### config.mk
export PLATFORM = sky130hd
export DESIGN_NAME = pmc_top
export DESIGN_NICKNAME = d
export VERILOG_FILES = /design/src/hw/pmc_pkg.sv /design/src/hw/pmc_sync2.sv /design/src/hw/pmc_path_ctrl.sv /design/src/hw/pmc_top.sv
export SDC_FILE = /design/constraint.sdc
export NUM_CORES = 1
export LEC_CHECK = 0
export ABC_AREA = 1
export BUFFER_PORTS_ARGS = -buffer_cell sky130_fd_sc_hd__clkbuf_2
export CAP_MARGIN = 20
export CORE_UTILIZATION = 54
export DETAILED_ROUTE_END_ITERATION = 7
export PLACE_DENSITY = 0.91
export SLEW_MARGIN = 20
export SYNTH_ARGS = -nofsm -noshare
export SYNTH_HDL_FRONTEND = slang
export SYNTH_SLANG_ARGS = --single-unit
### constraint.sdc
create_clock -name CLOCK_I -period 3.55 [get_ports CLOCK_I]
set_clock_uncertainty 0.15 [all_clocks]
set_input_delay 0.71 -clock CLOCK_I [delete_from_list [all_inputs] [get_ports CLOCK_I]]
set_output_delay 0.71 -clock CLOCK_I [all_outputs]
set_load 0.005 [all_outputs]
### src/hw/pmc_pkg.sv
package pmc_pkg;

	// ----------------------------------------------------------------
	// Register map (byte addresses)
	// ----------------------------------------------------------------
	localparam logic [5:0] PMC_PORT_STRIDE   = 6'h10;
	localparam logic [5:0] PMC_OFF_MASTER    = 6'h00;
	localparam logic [5:0] PMC_OFF_PORT1_MDC = 6'h10;
	localparam logic [5:0] PMC_OFF_PORT2_MDC = 6'h20;
	localparam logic [5:0] PMC_OFF_MDC2_P1   = 6'h14;
	localparam logic [5:0] PMC_OFF_MDC2_P2   = 6'h24;
	localparam logic [5:0] PMC_OFF_PORT_MODE = 6'h00;
	localparam int         PMC_ADDR_W        = 6;
	localparam int         PMC_NUM_PORTS     = 2;

	// ----------------------------------------------------------------
	// Field positions
	// ----------------------------------------------------------------
	localparam int PMC_BIT_TX_PD   = 7;
	localparam int PMC_BIT_RX_PD   = 6;
	localparam int PMC_BIT_PCLK    = 5;
	localparam int PMC_BIT_SERIAL_IF_MODE_HI = 4;
	localparam int PMC_BIT_SERIAL_IF_MODE_LO = 3;
	localparam int PMC_BIT_MON     = 2;
	localparam int PMC_BIT_PAR     = 5;
	localparam int PMC_BIT_SOFT_RESET_BIT    = 0;
	localparam int PMC_BIT_CMI     = 7;

	// ----------------------------------------------------------------
	// Reset values
	// ----------------------------------------------------------------
	localparam logic [7:0] PMC_MDC_RST_FIXED = 8'h00;
	localparam logic [7:0] PMC_MASTER_RST    = 8'h00;
	localparam logic       PMC_CMI_RST       = 1'b1;

	// ----------------------------------------------------------------
	// Serial modes and strap encodings
	// ----------------------------------------------------------------
	typedef enum logic [1:0] {
		PMC_SERIAL_IF_MODE_FIFO   = 2'h0,
		PMC_SERIAL_IF_MODE_PLESIO = 2'h1,
		PMC_SERIAL_IF_MODE_CDRFF  = 2'h2,
		PMC_SERIAL_IF_MODE_LOOP   = 2'h3
	} pmc_serial_if_mode_t;

	typedef enum logic [1:0] {
		PMC_STRAP_LOW   = 2'h0,
		PMC_STRAP_HIGH  = 2'h1,
		PMC_STRAP_FLOAT = 2'h2
	} pmc_strap_t;

	localparam logic [1:0] PMC_RESP_OKAY   = 2'h0;
	localparam logic [1:0] PMC_RESP_SLVERR = 2'h2;

endpackage

### src/hw/pmc_sync2.sv
`timescale 1ns/1ps
// ----------------------------------------------------------------
// Two-flop synchroniser for strap pins
// ----------------------------------------------------------------
module pmc_sync2 #(
	parameter int W = 1
) (
	input  wire logic         clk_i,
	input  wire logic         arst_n_i,
	input  wire logic [W-1:0] d_i,
	output logic      [W-1:0] q_o
);
	logic [W-1:0] meta_q;

	always_ff @(posedge clk_i or negedge arst_n_i) begin
		if (!arst_n_i) begin
			meta_q <= '0;
			q_o    <= '0;
		end else begin
			meta_q <= d_i;
			q_o    <= meta_q;
		end
	end
endmodule

### src/hw/pmc_path_ctrl.sv
`timescale 1ns/1ps
// ----------------------------------------------------------------
// Per-port transmit path steering from mode fields
// ----------------------------------------------------------------
module pmc_path_ctrl
	import pmc_pkg::*;
(
	input  wire logic       par_sel_i,
	input  wire logic [1:0] serial_if_mode_i,
	input  wire logic       pclk_mode_i,
	input  wire logic       tx_pd_i,
	input  wire logic       rx_pd_i,
	input  wire logic       mon_i,
	input  wire logic       cmi_i,
	output logic            fifo_en_o,
	output logic            cdr_en_o,
	output logic            loop_time_o,
	output logic            tx_oe_o,
	output logic            rx_en_o,
	output logic            mon_gain_o,
	output logic            pclk_out_en_o
);
	always_comb begin
		fifo_en_o   = 1'b1;
		cdr_en_o    = 1'b0;
		loop_time_o = 1'b0;
		if (par_sel_i) begin
			loop_time_o = (serial_if_mode_i == PMC_SERIAL_IF_MODE_LOOP);
		end else begin
			unique case (pmc_serial_if_mode_t'(serial_if_mode_i))
				PMC_SERIAL_IF_MODE_FIFO: begin
					fifo_en_o = 1'b1;
				end
				PMC_SERIAL_IF_MODE_PLESIO: begin
					fifo_en_o = 1'b0;
					cdr_en_o  = 1'b1;
				end
				PMC_SERIAL_IF_MODE_CDRFF: begin
					cdr_en_o = 1'b1;
				end
				PMC_SERIAL_IF_MODE_LOOP: begin
					loop_time_o = 1'b1;
				end
			endcase
		end
	end

	assign tx_oe_o       = !tx_pd_i;
	assign rx_en_o       = !rx_pd_i;
	assign mon_gain_o    = mon_i && cmi_i && !rx_pd_i;
	assign pclk_out_en_o = par_sel_i && pclk_mode_i;
endmodule

### src/hw/pmc_top.sv
// Behaviour
// - Transmitter power-down bit 7 set tri-states the coded transmit output; clear runs it normally.
// - With the serial interface selected, the parallel clock mode bit is forced to read as one.
// - In parallel operation, clock mode 0 takes the transmit clock in, 1 generates and drives it out.
// - The parallel clock mode default comes from a strap captured at power-up or reset.
// - Serial mode 00 passes synchronous clock and data through the FIFO and bypasses recovery.
// - Serial mode 01 recovers a clock from plesiochronous data and bypasses the FIFO.
// - Serial mode 10 routes synchronous data through recovery and then the FIFO.
// - Serial mode 11 enables loop timing from the recovered receive clock.
// - With the parallel interface, only serial mode 11 has effect, enabling loop timing.
// - The serial mode default follows the clock-mode strap: low 00, float 11, high 01.
// - The receive monitor bit applies flat gain ahead of equalisation; clear is normal.
// - Monitor gain is only available with the coded coaxial line interface.
// - Global interface select bit 5 picks serial (0) or 4-bit parallel (1).
// - Only port addresses 1 and 2 hold port registers; higher ports are ignored.
// - Soft reset returns all registers to defaults and then clears itself.
//
// The AXI4-Lite register port is this design's own decision.
`timescale 1ns/1ps
module pmc_top
	import pmc_pkg::*;
(
	input  wire logic        CLOCK_I,
	input  wire logic        ARST_N_I,
	// AXI4-Lite slave
	input  wire logic [5:0]  S_AXI_AWADDR_I,
	input  wire logic        S_AXI_AWVALID_I,
	output logic             S_AXI_AWREADY_O,
	input  wire logic [31:0] S_AXI_WDATA_I,
	input  wire logic [3:0]  S_AXI_WSTRB_I,
	input  wire logic        S_AXI_WVALID_I,
	output logic             S_AXI_WREADY_O,
	output logic [1:0]       S_AXI_BRESP_O,
	output logic             S_AXI_BVALID_O,
	input  wire logic        S_AXI_BREADY_I,
	input  wire logic [5:0]  S_AXI_ARADDR_I,
	input  wire logic        S_AXI_ARVALID_I,
	output logic             S_AXI_ARREADY_O,
	output logic [31:0]      S_AXI_RDATA_O,
	output logic [1:0]       S_AXI_RRESP_O,
	output logic             S_AXI_RVALID_O,
	input  wire logic        S_AXI_RREADY_I,
	// Straps
	input  wire logic        PCLK_MODE_STRAP_I,
	input  wire logic [1:0]  CLOCK_MODE_STRAP_I,
	// Per-port steering, index 0 is port 1
	output logic [1:0]       TX_OE_O,
	output logic [1:0]       RX_EN_O,
	output logic [1:0]       MON_GAIN_O,
	output logic [1:0]       PAR_TX_CLK_OUT_EN_O,
	output logic [1:0]       TX_FIFO_EN_O,
	output logic [1:0]       TX_CDR_EN_O,
	output logic [1:0]       LOOP_TIMING_O,
	output logic             PARALLEL_IF_SELECT_O
);
	// ----------------------------------------------------------------
	// Strap capture
	// ----------------------------------------------------------------
	logic       pstrap_s;
	logic [1:0] cstrap_s;
	logic       reload_q;
	logic       soft_reset_q;

	pmc_sync2 #(.W(1)) u_sync_p (
		.clk_i    (CLOCK_I),
		.arst_n_i (ARST_N_I),
		.d_i      (PCLK_MODE_STRAP_I),
		.q_o      (pstrap_s)
	);
	pmc_sync2 #(.W(2)) u_sync_c (
		.clk_i    (CLOCK_I),
		.arst_n_i (ARST_N_I),
		.d_i      (CLOCK_MODE_STRAP_I),
		.q_o      (cstrap_s)
	);

	// Straps settle through the synchroniser before use; reload for three
	// cycles after release so the defaults come from stable pin levels.
	logic [1:0] reload_cnt_q;
	always_ff @(posedge CLOCK_I or negedge ARST_N_I) begin
		if (!ARST_N_I) begin
			reload_cnt_q <= 2'h0;
		end else if (reload_cnt_q != 2'h3) begin
			reload_cnt_q <= reload_cnt_q + 2'h1;
		end
	end
	assign reload_q = (reload_cnt_q != 2'h3) || soft_reset_q;

	function automatic logic [1:0] strap_serial_if_mode(input logic [1:0] s);
		unique case (pmc_strap_t'(s))
			PMC_STRAP_LOW:   strap_serial_if_mode = PMC_SERIAL_IF_MODE_FIFO;
			PMC_STRAP_FLOAT: strap_serial_if_mode = PMC_SERIAL_IF_MODE_LOOP;
			PMC_STRAP_HIGH:  strap_serial_if_mode = PMC_SERIAL_IF_MODE_PLESIO;
			default:         strap_serial_if_mode = PMC_SERIAL_IF_MODE_FIFO;
		endcase
	endfunction

	function automatic logic [7:0] mdc_default(input logic p, input logic [1:0] s);
		logic [7:0] v;
		v                                  = PMC_MDC_RST_FIXED;
		v[PMC_BIT_PCLK]                    = p;
		v[PMC_BIT_SERIAL_IF_MODE_HI:PMC_BIT_SERIAL_IF_MODE_LO] = strap_serial_if_mode(s);
		mdc_default                        = v;
	endfunction

	// ----------------------------------------------------------------
	// AXI4-Lite write channel
	// ----------------------------------------------------------------
	logic        aw_hold_q;
	logic        w_hold_q;
	logic [5:0]  aw_addr_q;
	logic [7:0]  w_data_q;
	logic        w_strb_q;
	logic        bvalid_q;
	logic [1:0]  bresp_q;
	logic        wr_fire;
	logic        wr_ok;

	assign S_AXI_AWREADY_O = !aw_hold_q && !bvalid_q;
	assign S_AXI_WREADY_O  = !w_hold_q && !bvalid_q;
	assign S_AXI_BVALID_O  = bvalid_q;
	assign S_AXI_BRESP_O   = bresp_q;
	assign wr_fire         = aw_hold_q && w_hold_q && !bvalid_q;

	function automatic logic addr_ok(input logic [5:0] a);
		addr_ok = (a == PMC_OFF_MASTER) || (a == PMC_OFF_PORT1_MDC) || (a == PMC_OFF_PORT2_MDC)
			|| (a == PMC_OFF_MDC2_P1) || (a == PMC_OFF_MDC2_P2);
	endfunction

	assign wr_ok = addr_ok(aw_addr_q);

	always_ff @(posedge CLOCK_I or negedge ARST_N_I) begin
		if (!ARST_N_I) begin
			aw_hold_q <= 1'b0;
			w_hold_q  <= 1'b0;
			aw_addr_q <= 6'h00;
			w_data_q  <= 8'h00;
			w_strb_q  <= 1'b0;
			bvalid_q  <= 1'b0;
			bresp_q   <= PMC_RESP_OKAY;
		end else begin
			if (S_AXI_AWVALID_I && S_AXI_AWREADY_O) begin
				aw_hold_q <= 1'b1;
				aw_addr_q <= S_AXI_AWADDR_I;
			end
			if (S_AXI_WVALID_I && S_AXI_WREADY_O) begin
				w_hold_q <= 1'b1;
				w_data_q <= S_AXI_WDATA_I[7:0];
				w_strb_q <= S_AXI_WSTRB_I[0];
			end
			if (wr_fire) begin
				aw_hold_q <= 1'b0;
				w_hold_q  <= 1'b0;
				bvalid_q  <= 1'b1;
				bresp_q   <= wr_ok ? PMC_RESP_OKAY : PMC_RESP_SLVERR;
			end else if (bvalid_q && S_AXI_BREADY_I) begin
				bvalid_q <= 1'b0;
			end
		end
	end

	// ----------------------------------------------------------------
	// Registers
	// ----------------------------------------------------------------
	logic [7:0] master_q;
	logic [7:0] mdc_q [PMC_NUM_PORTS];
	logic [1:0] cmi_q;
	logic       wr_en;

	assign wr_en = wr_fire && wr_ok && w_strb_q;

	// Soft reset bit never reads back set: it fires one reload cycle.
	always_ff @(posedge CLOCK_I or negedge ARST_N_I) begin
		if (!ARST_N_I) begin
			soft_reset_q <= 1'b0;
		end else begin
			soft_reset_q <= wr_en && (aw_addr_q == PMC_OFF_MASTER) && w_data_q[PMC_BIT_SOFT_RESET_BIT];
		end
	end

	always_ff @(posedge CLOCK_I or negedge ARST_N_I) begin
		if (!ARST_N_I) begin
			master_q <= PMC_MASTER_RST;
		end else if (reload_q) begin
			master_q <= PMC_MASTER_RST;
		end else if (wr_en && aw_addr_q == PMC_OFF_MASTER) begin
			master_q                <= w_data_q;
			master_q[PMC_BIT_SOFT_RESET_BIT]  <= 1'b0;
		end
	end

	for (genvar p = 0; p < PMC_NUM_PORTS; p++) begin : g_port
		localparam logic [5:0] BASE = PMC_OFF_PORT1_MDC + 6'(p) * PMC_PORT_STRIDE;
		always_ff @(posedge CLOCK_I or negedge ARST_N_I) begin
			if (!ARST_N_I) begin
				mdc_q[p] <= PMC_MDC_RST_FIXED;
				cmi_q[p] <= PMC_CMI_RST;
			end else if (reload_q) begin
				mdc_q[p] <= mdc_default(pstrap_s, cstrap_s);
				cmi_q[p] <= PMC_CMI_RST;
			end else if (wr_en && aw_addr_q == BASE + PMC_OFF_PORT_MODE) begin
				mdc_q[p] <= w_data_q;
			end else if (wr_en && aw_addr_q == BASE + (PMC_OFF_MDC2_P1 - PMC_OFF_PORT1_MDC)) begin
				cmi_q[p] <= w_data_q[PMC_BIT_CMI];
			end
		end

		pmc_path_ctrl u_path (
			.par_sel_i     (master_q[PMC_BIT_PAR]),
			.serial_if_mode_i        (mdc_q[p][PMC_BIT_SERIAL_IF_MODE_HI:PMC_BIT_SERIAL_IF_MODE_LO]),
			.pclk_mode_i   (mdc_q[p][PMC_BIT_PCLK]),
			.tx_pd_i       (mdc_q[p][PMC_BIT_TX_PD]),
			.rx_pd_i       (mdc_q[p][PMC_BIT_RX_PD]),
			.mon_i         (mdc_q[p][PMC_BIT_MON]),
			.cmi_i         (cmi_q[p]),
			.fifo_en_o     (TX_FIFO_EN_O[p]),
			.cdr_en_o      (TX_CDR_EN_O[p]),
			.loop_time_o   (LOOP_TIMING_O[p]),
			.tx_oe_o       (TX_OE_O[p]),
			.rx_en_o       (RX_EN_O[p]),
			.mon_gain_o    (MON_GAIN_O[p]),
			.pclk_out_en_o (PAR_TX_CLK_OUT_EN_O[p])
		);
	end

	assign PARALLEL_IF_SELECT_O = master_q[PMC_BIT_PAR];

	// ----------------------------------------------------------------
	// Read channel
	// ----------------------------------------------------------------
	function automatic logic [7:0] mdc_view(input logic [7:0] r, input logic par);
		logic [7:0] v;
		v = r;
		if (!par) begin
			v[PMC_BIT_PCLK] = 1'b1;
		end
		mdc_view = v;
	endfunction

	logic        rvalid_q;
	logic [31:0] rdata_q;
	logic [1:0]  rresp_q;
	logic [7:0]  rbyte;
	logic        rok;

	assign S_AXI_ARREADY_O = !rvalid_q;
	assign S_AXI_RVALID_O  = rvalid_q;
	assign S_AXI_RDATA_O   = rdata_q;
	assign S_AXI_RRESP_O   = rresp_q;

	always_comb begin
		rok   = addr_ok(S_AXI_ARADDR_I);
		rbyte = 8'h00;
		unique case (S_AXI_ARADDR_I)
			PMC_OFF_MASTER:    rbyte = master_q;
			PMC_OFF_PORT1_MDC: rbyte = mdc_view(mdc_q[0], master_q[PMC_BIT_PAR]);
			PMC_OFF_PORT2_MDC: rbyte = mdc_view(mdc_q[1], master_q[PMC_BIT_PAR]);
			PMC_OFF_MDC2_P1:   rbyte = {cmi_q[0], 7'h00};
			PMC_OFF_MDC2_P2:   rbyte = {cmi_q[1], 7'h00};
			default:           rbyte = 8'h00;
		endcase
	end

	always_ff @(posedge CLOCK_I or negedge ARST_N_I) begin
		if (!ARST_N_I) begin
			rvalid_q <= 1'b0;
			rdata_q  <= 32'h0000_0000;
			rresp_q  <= PMC_RESP_OKAY;
		end else if (S_AXI_ARVALID_I && S_AXI_ARREADY_O) begin
			rvalid_q <= 1'b1;
			rdata_q  <= {24'h00_0000, rbyte};
			rresp_q  <= rok ? PMC_RESP_OKAY : PMC_RESP_SLVERR;
		end else if (rvalid_q && S_AXI_RREADY_I) begin
			rvalid_q <= 1'b0;
		end
	end
endmodule

=== Yosys cells after proc, flatten, opt, wreduce, memory -nomap -nowiden ===
Index checks and enable logic that the tools add are counted.

* Add/sub/neg operators: 1
* Eq/ne operators: 19
* Muxes and demuxes: 38
* Reductions and logical operators: 55

{| class="wikitable"
|+ Operators by type and width
! cell !! number
|-
| $mux W8 || 6
|-
| $pmux W8 S5 || 1
|-
| $mux W1 || 28
|-
| $eq A6 B5 Y1 const B || 4
|-
| $eq A6 B6 Y1 const B || 4
|-
| $logic_and A1 B1 Y1 || 23
|-
| $reduce_bool A2 Y1 || 9
|-
| $logic_not A6 Y1 || 2
|-
| $eq A2 B2 Y1 const B || 5
|-
| $logic_or A1 B1 Y1 || 9
|-
| $logic_not A1 Y1 || 8
|-
| $eq A2 B1 Y1 const B || 3
|-
| $ne A2 B2 Y1 const B || 3
|-
| $mux W2 || 2
|-
| $pmux W2 S2 || 1
|-
| $reduce_and A2 Y1 || 2
|-
| $reduce_or A2 Y1 || 2
|-
| $add A2 B1 Y2 const B || 1
|}

* Flip-flop bits (word level): 66
* Bits of input ports: 58
* Output and inout port bits: 56
* Word-level logic and storage cells: 134

=== Depth between registers and ports, before layout ===
* Word-level depth: 11
* Gate-level depth with buffers: 9
* Gate-level depth less buffers: 9

=== Cells and area by module ===
A second synthesis with hierarchy kept.

* Cell total of the unflattened synthesis: 385
* Area total of the unflattened synthesis: 3244.4 µm²

{| class="wikitable"
|+ Modules (own cells, without submodules)
! module !! instances !! cells each !! area each (µm²) !! sequential area each (µm²)
|-
| pmc_top || 1 || 355 || 2969.1 || 1428.9
|-
| pmc_path_ctrl || 2 || 12 || 62.6 || 0.0
|-
| pmc_sync2 (u_sync_c) || 1 || 4 || 100.1 || 100.1
|-
| pmc_sync2 (u_sync_p) || 1 || 2 || 50.0 || 50.0
|}

=== Worst setup path after synthesis ===
OpenSTA, ideal clock, no wires.

* Kind: register to output
* Start point: register mdc_q[11] (netlist bit)
* End point: output port TX_CDR_EN_O[0]
* Data arrival time: 855 ps
* Data required time: 2690 ps
* Setup slack: 1835 ps
* Cell stages (with the launch flop): 4
* Path buffers: 1
* Path through: dfrtp_1 ha_1 nor2_1 buf_4

* Longest elaborated chain between the ends: 4
* Elaborated cells between the ends (all ways): 5
* Those cells by class: eq/ne (2); mux (2); reduce/logical (1)

{| class="wikitable"
|+ RTL lines
! item !! line !! source
|-
| from (decl) || pmc_top.sv:166 || <nowiki>logic [7:0] mdc_q [PMC_NUM_PORTS];</nowiki>
|-
| from (signal, indexed assignment) || pmc_top.sv:199 || <nowiki>mdc_q[p] <= mdc_default(pstrap_s, cstrap_s);</nowiki>
|-
| from (signal, indexed assignment) || pmc_top.sv:202 || <nowiki>mdc_q[p] <= w_data_q;</nowiki>
|-
| $eq A2 B1 Y1 or $eq A2 B2 Y1 (tied branches) || pmc_path_ctrl.sv:30 || <nowiki>unique case (pmc_serial_if_mode_t'(serial_if_mode_i))</nowiki>
|-
| $reduce_or A2 Y1 (no line) (*) || -- ||
|-
| $mux W1 (*) || pmc_path_ctrl.sv:30 ||
|-
| $mux W1 (*) || pmc_path_ctrl.sv:27 || <nowiki>if (par_sel_i) begin</nowiki>
|-
| to (decl) || pmc_top.sv:52 || <nowiki>output logic [1:0] TX_CDR_EN_O,</nowiki>
|}

Mark *: on every way between the ends. The rest lies on a longest branch, timed or not.

=== Worst setup path in the final report ===
* Start point: register mdc_q[12] (netlist bit)
* End point: output port TX_CDR_EN_O[0]

The elaborated chain is that of the path after synthesis.

==> out/results.txt <==
Hold WS - 0.198 ns
Crit. End Element - output port
Max incr delay on CP - 0.43 ns
Post-Syn Area - 3350 um^2
Hold buffers post-CTS - 0
Post-synthesis average cell area - 8.54 um^2
Critical Path RT - 2.69 ns
Vias per inst - 5.01
Register area share after synthesis - 0.472
YS warnings - 0
Cell variety after synth - 31
Num CTS Buffers - 9
CTS H-Tree Depth - 3
TritonCTS clock tree - built
Setup Buffers After CTS - 0
Gr ovfl total - 0
Num rows - 28
Outcome - completed
Layout cells sized above 1 - 0.247
Hold path endpoint - u_sync_p.q_o
Hold path depth - 0
Crit Path Class - reg2out
PortBufs - 60
Relative slew slack - 0.379
CP Data Arrival Time - 1.28 ns
Reg2reg setup slack - 1.80 ns
Starting DRT DRC Count - 222
Hold Startpoint - u_sync_p.meta_q
Diodes inserted - 0
Final design utilization - 0.623
Final setup fails - 0
P_leak - 2.08 nW
Number of remaining DRC errors - 0
Final net count - 508
Die area - 6520 um^2
Clock input transition at the sequential cells of the worst setup and hold paths - 0.07 ns
Final Routed Wirelength - 6.45 mm
R2R Path Start - reload_cnt_q[0]
Least-Margin Pin Slew - 0.931 ns
Final Wtd Congestion - 0.825
Post-DRT Antenna Nets - 0
Die Wd - 80.7 um
Top cell type's share of synthesized area - 0.456
Post_cts resized - 0
Reg2reg end - mdc_q[3]
RSZ-0062 raised after global routing - no
Final hold violation count - 0
Clock latency on the worst-skew pair - 0.33 ns
Maxcap violations - 0
Via count - 2,627
Worst vdd ir - 0.398 mV
Clk root buf - clkbuf_8
PwrDens - 566 nW/um^2
Synth area leaders - dfrtp_1 46%, nand2_1 12%, buf_4 9.4%
Synthesized flop and latch total - 63
Hold WC Path Type - reg2reg
Clock Path Buffers - 2
CP max FO - 4
Slew Viols, Final - 0
Drt pass-1 iters - 5
First-pass GRT wire length - 10.9 mm
Boundary Pins - 114
Slowest CP cell - dfrtp_1
Antenna violations before repair - 0
DP HPWL - 4.83 mm
Startpoint Class - flop
F_max - 0.467 GHz
Area growth syn-to-layout - 10.8%
Largest net degree at the start of global routing - 43
Clock sink total - 63
Cells after synthesis - 392
Yosys top cell by area - dfrtp_1
Core Box Area - 5960 um^2
FF-to-FF path depth - 8
Period minus WS final - 2.14 ns
Vias in the first global route - 2,380
Initial Util - 0.562
Fin crit share - 0.603
Fin Setup TNS - 0 ns
Die Y - 80.7 um
Overall Global Routing Usage - 0.221
CP cell instances - inv_1 > ha_1 > nor2_1 > clkbuf_2
DR WL/cell - 12.3 um
cells by family (layout without fill, tap and decap cells):
logic type,count (synthesis),count (layout),synth area share
AO/OA/AOI/OAI,20,20,0.0318
AND/OR/NAND/NOR,212,212,0.308
other,1,26,0.00112
adder cells (fa/ha/maj),6,6,0.0224
flip-flops,63,63,0.472
XOR/XNOR,1,1,0.00262
multiplexers,6,6,0.0202
buffers and inverters,83,115,0.142
worst max path at each step:
stage                                 start                to  slack, ns
after CTS                          mdc_q[4]    TX_CDR_EN_O[1]       1.40
final                             mdc_q[12]    TX_CDR_EN_O[0]       1.41
after detailed placement  S_AXI_ARADDR_I[1]  S_AXI_RDATA_O[3]       1.60
after floorplan                   mdc_q[11]    TX_CDR_EN_O[0]       1.83
after global placement    S_AXI_ARADDR_I[1]  S_AXI_RDATA_O[6]       1.66
after global routing              mdc_q[12]    TX_CDR_EN_O[0]       1.33
flip-flops by register name, summed over array words and instances (netlist names):
| name | flops |
|---|---|
| S_AXI_RVALID_O | 1 |
| soft_reset_q | 1 |
| S_AXI_RDATA_O | 8 |
| S_AXI_BVALID_O | 1 |
| u_sync_c.q_o | 2 |
| cmi_q | 2 |
| S_AXI_BRESP_O | 1 |
| master_q | 7 |
| reload_cnt_q | 2 |
| aw_addr_q | 6 |
| w_data_q | 8 |
| u_sync_c.meta_q | 2 |
| aw_hold_q | 1 |
| w_hold_q | 1 |
| u_sync_p.meta_q | 1 |
| u_sync_p.q_o | 1 |
| w_strb_q | 1 |
| S_AXI_RRESP_O | 1 |
| mdc_q | 16 |
worst max-delay path, delay by kind of cell (launching register included):
kind	cells	cell delay [ns]
buf+inv	2	0.18
simple gates	1	0.08
flops	1	0.43
fa+ha+maj	1	0.26
per-layer routing:
| metal | global-route usage | part of all wire | vias to the layer above |
|---|---|---|---|
| met5 | 0 | 0 | - |
| met2 | 0.357 | 0.47 | 127 |
| met3 | 0.0375 | 0.066 | 13 |
| li1 | - | - | 1285 |
| met4 | 0.0929 | 0.018 | 0 |
| met1 | 0.293 | 0.45 | 1202 |
layout by cell type, fill, tap and decap left out, drive strengths merged:
| cell | count |
|---|---|
| a21oi | 11 |
| and2 | 2 |
| buf | 4 |
| bufinv | 1 |
| clkbuf | 71 |
| clkinv | 4 |
| conb | 26 |
| dfrtp | 61 |
| dfstp | 2 |
| ha | 6 |
| inv | 35 |
| mux2 | 6 |
| nand2 | 111 |
| nand3 | 39 |
| nand4 | 13 |
| nor2 | 44 |
| nor3 | 3 |
| o211ai | 2 |
| o21ai | 6 |
| o22ai | 1 |
| xnor2 | 1 |
where the power goes:
group / leakage (nW) / switching (mW) / internal [mW]
combinational: 1.20 / 0.331 / 0.192
sequential: 0.778 / 0.117 / 0.851
clock: 0.100 / 0.268 / 0.341
synth_stat cells:
cell type    n
nand2_1    104
dfrtp_1     61
buf_4       42
nand3_1     37
nor2_1      35
inv_1       32
a21oi_1     11
nand4_1     10
ha_1         6
mux2_2       6
nand2_4      5
nor2_4       5
o21ai_0      5
buf_2        4
nor2_2       4
inv_2        3
and2_1       2
dfstp_2      2
nand2_2      2
nand3_2      2
nand4_4      2
nor3_2       2
o211ai_1     2
clkbuf_1     1
clkinv_1     1
conb_1       1
nand4_2      1
nor3_1       1
o21ai_1      1
o22ai_1      1
xnor2_1      1
layout make-up:
class                           count  area, um^2
Clock inverter                      4        45.0
Sequential cell                    63        1580
Fill cell                         508        2250
Timing Repair Buffer               63         323
Inverter                           36         135
Clock buffer                       12         145
Multi-Input combinational cell    271        1390
Tap cell                           75        93.8
per-stage QoR:
stage | setup WS [ns] | instance area [um^2] | cells | power [mW]
global placement | 1.66 | 3520 | 508 | 1.47
detailed placement | 1.60 | 3520 | 508 | 1.50
floorplan | 1.83 | 3440 | 417 | 1.37
finish | 1.41 | 3710 | 524 | 2.10
global route | 1.33 | 3710 | 524 | 2.23
CTS | 1.40 | 3710 | 524 | 2.11
No activity file was read; power rests on OpenSTA's default activity.
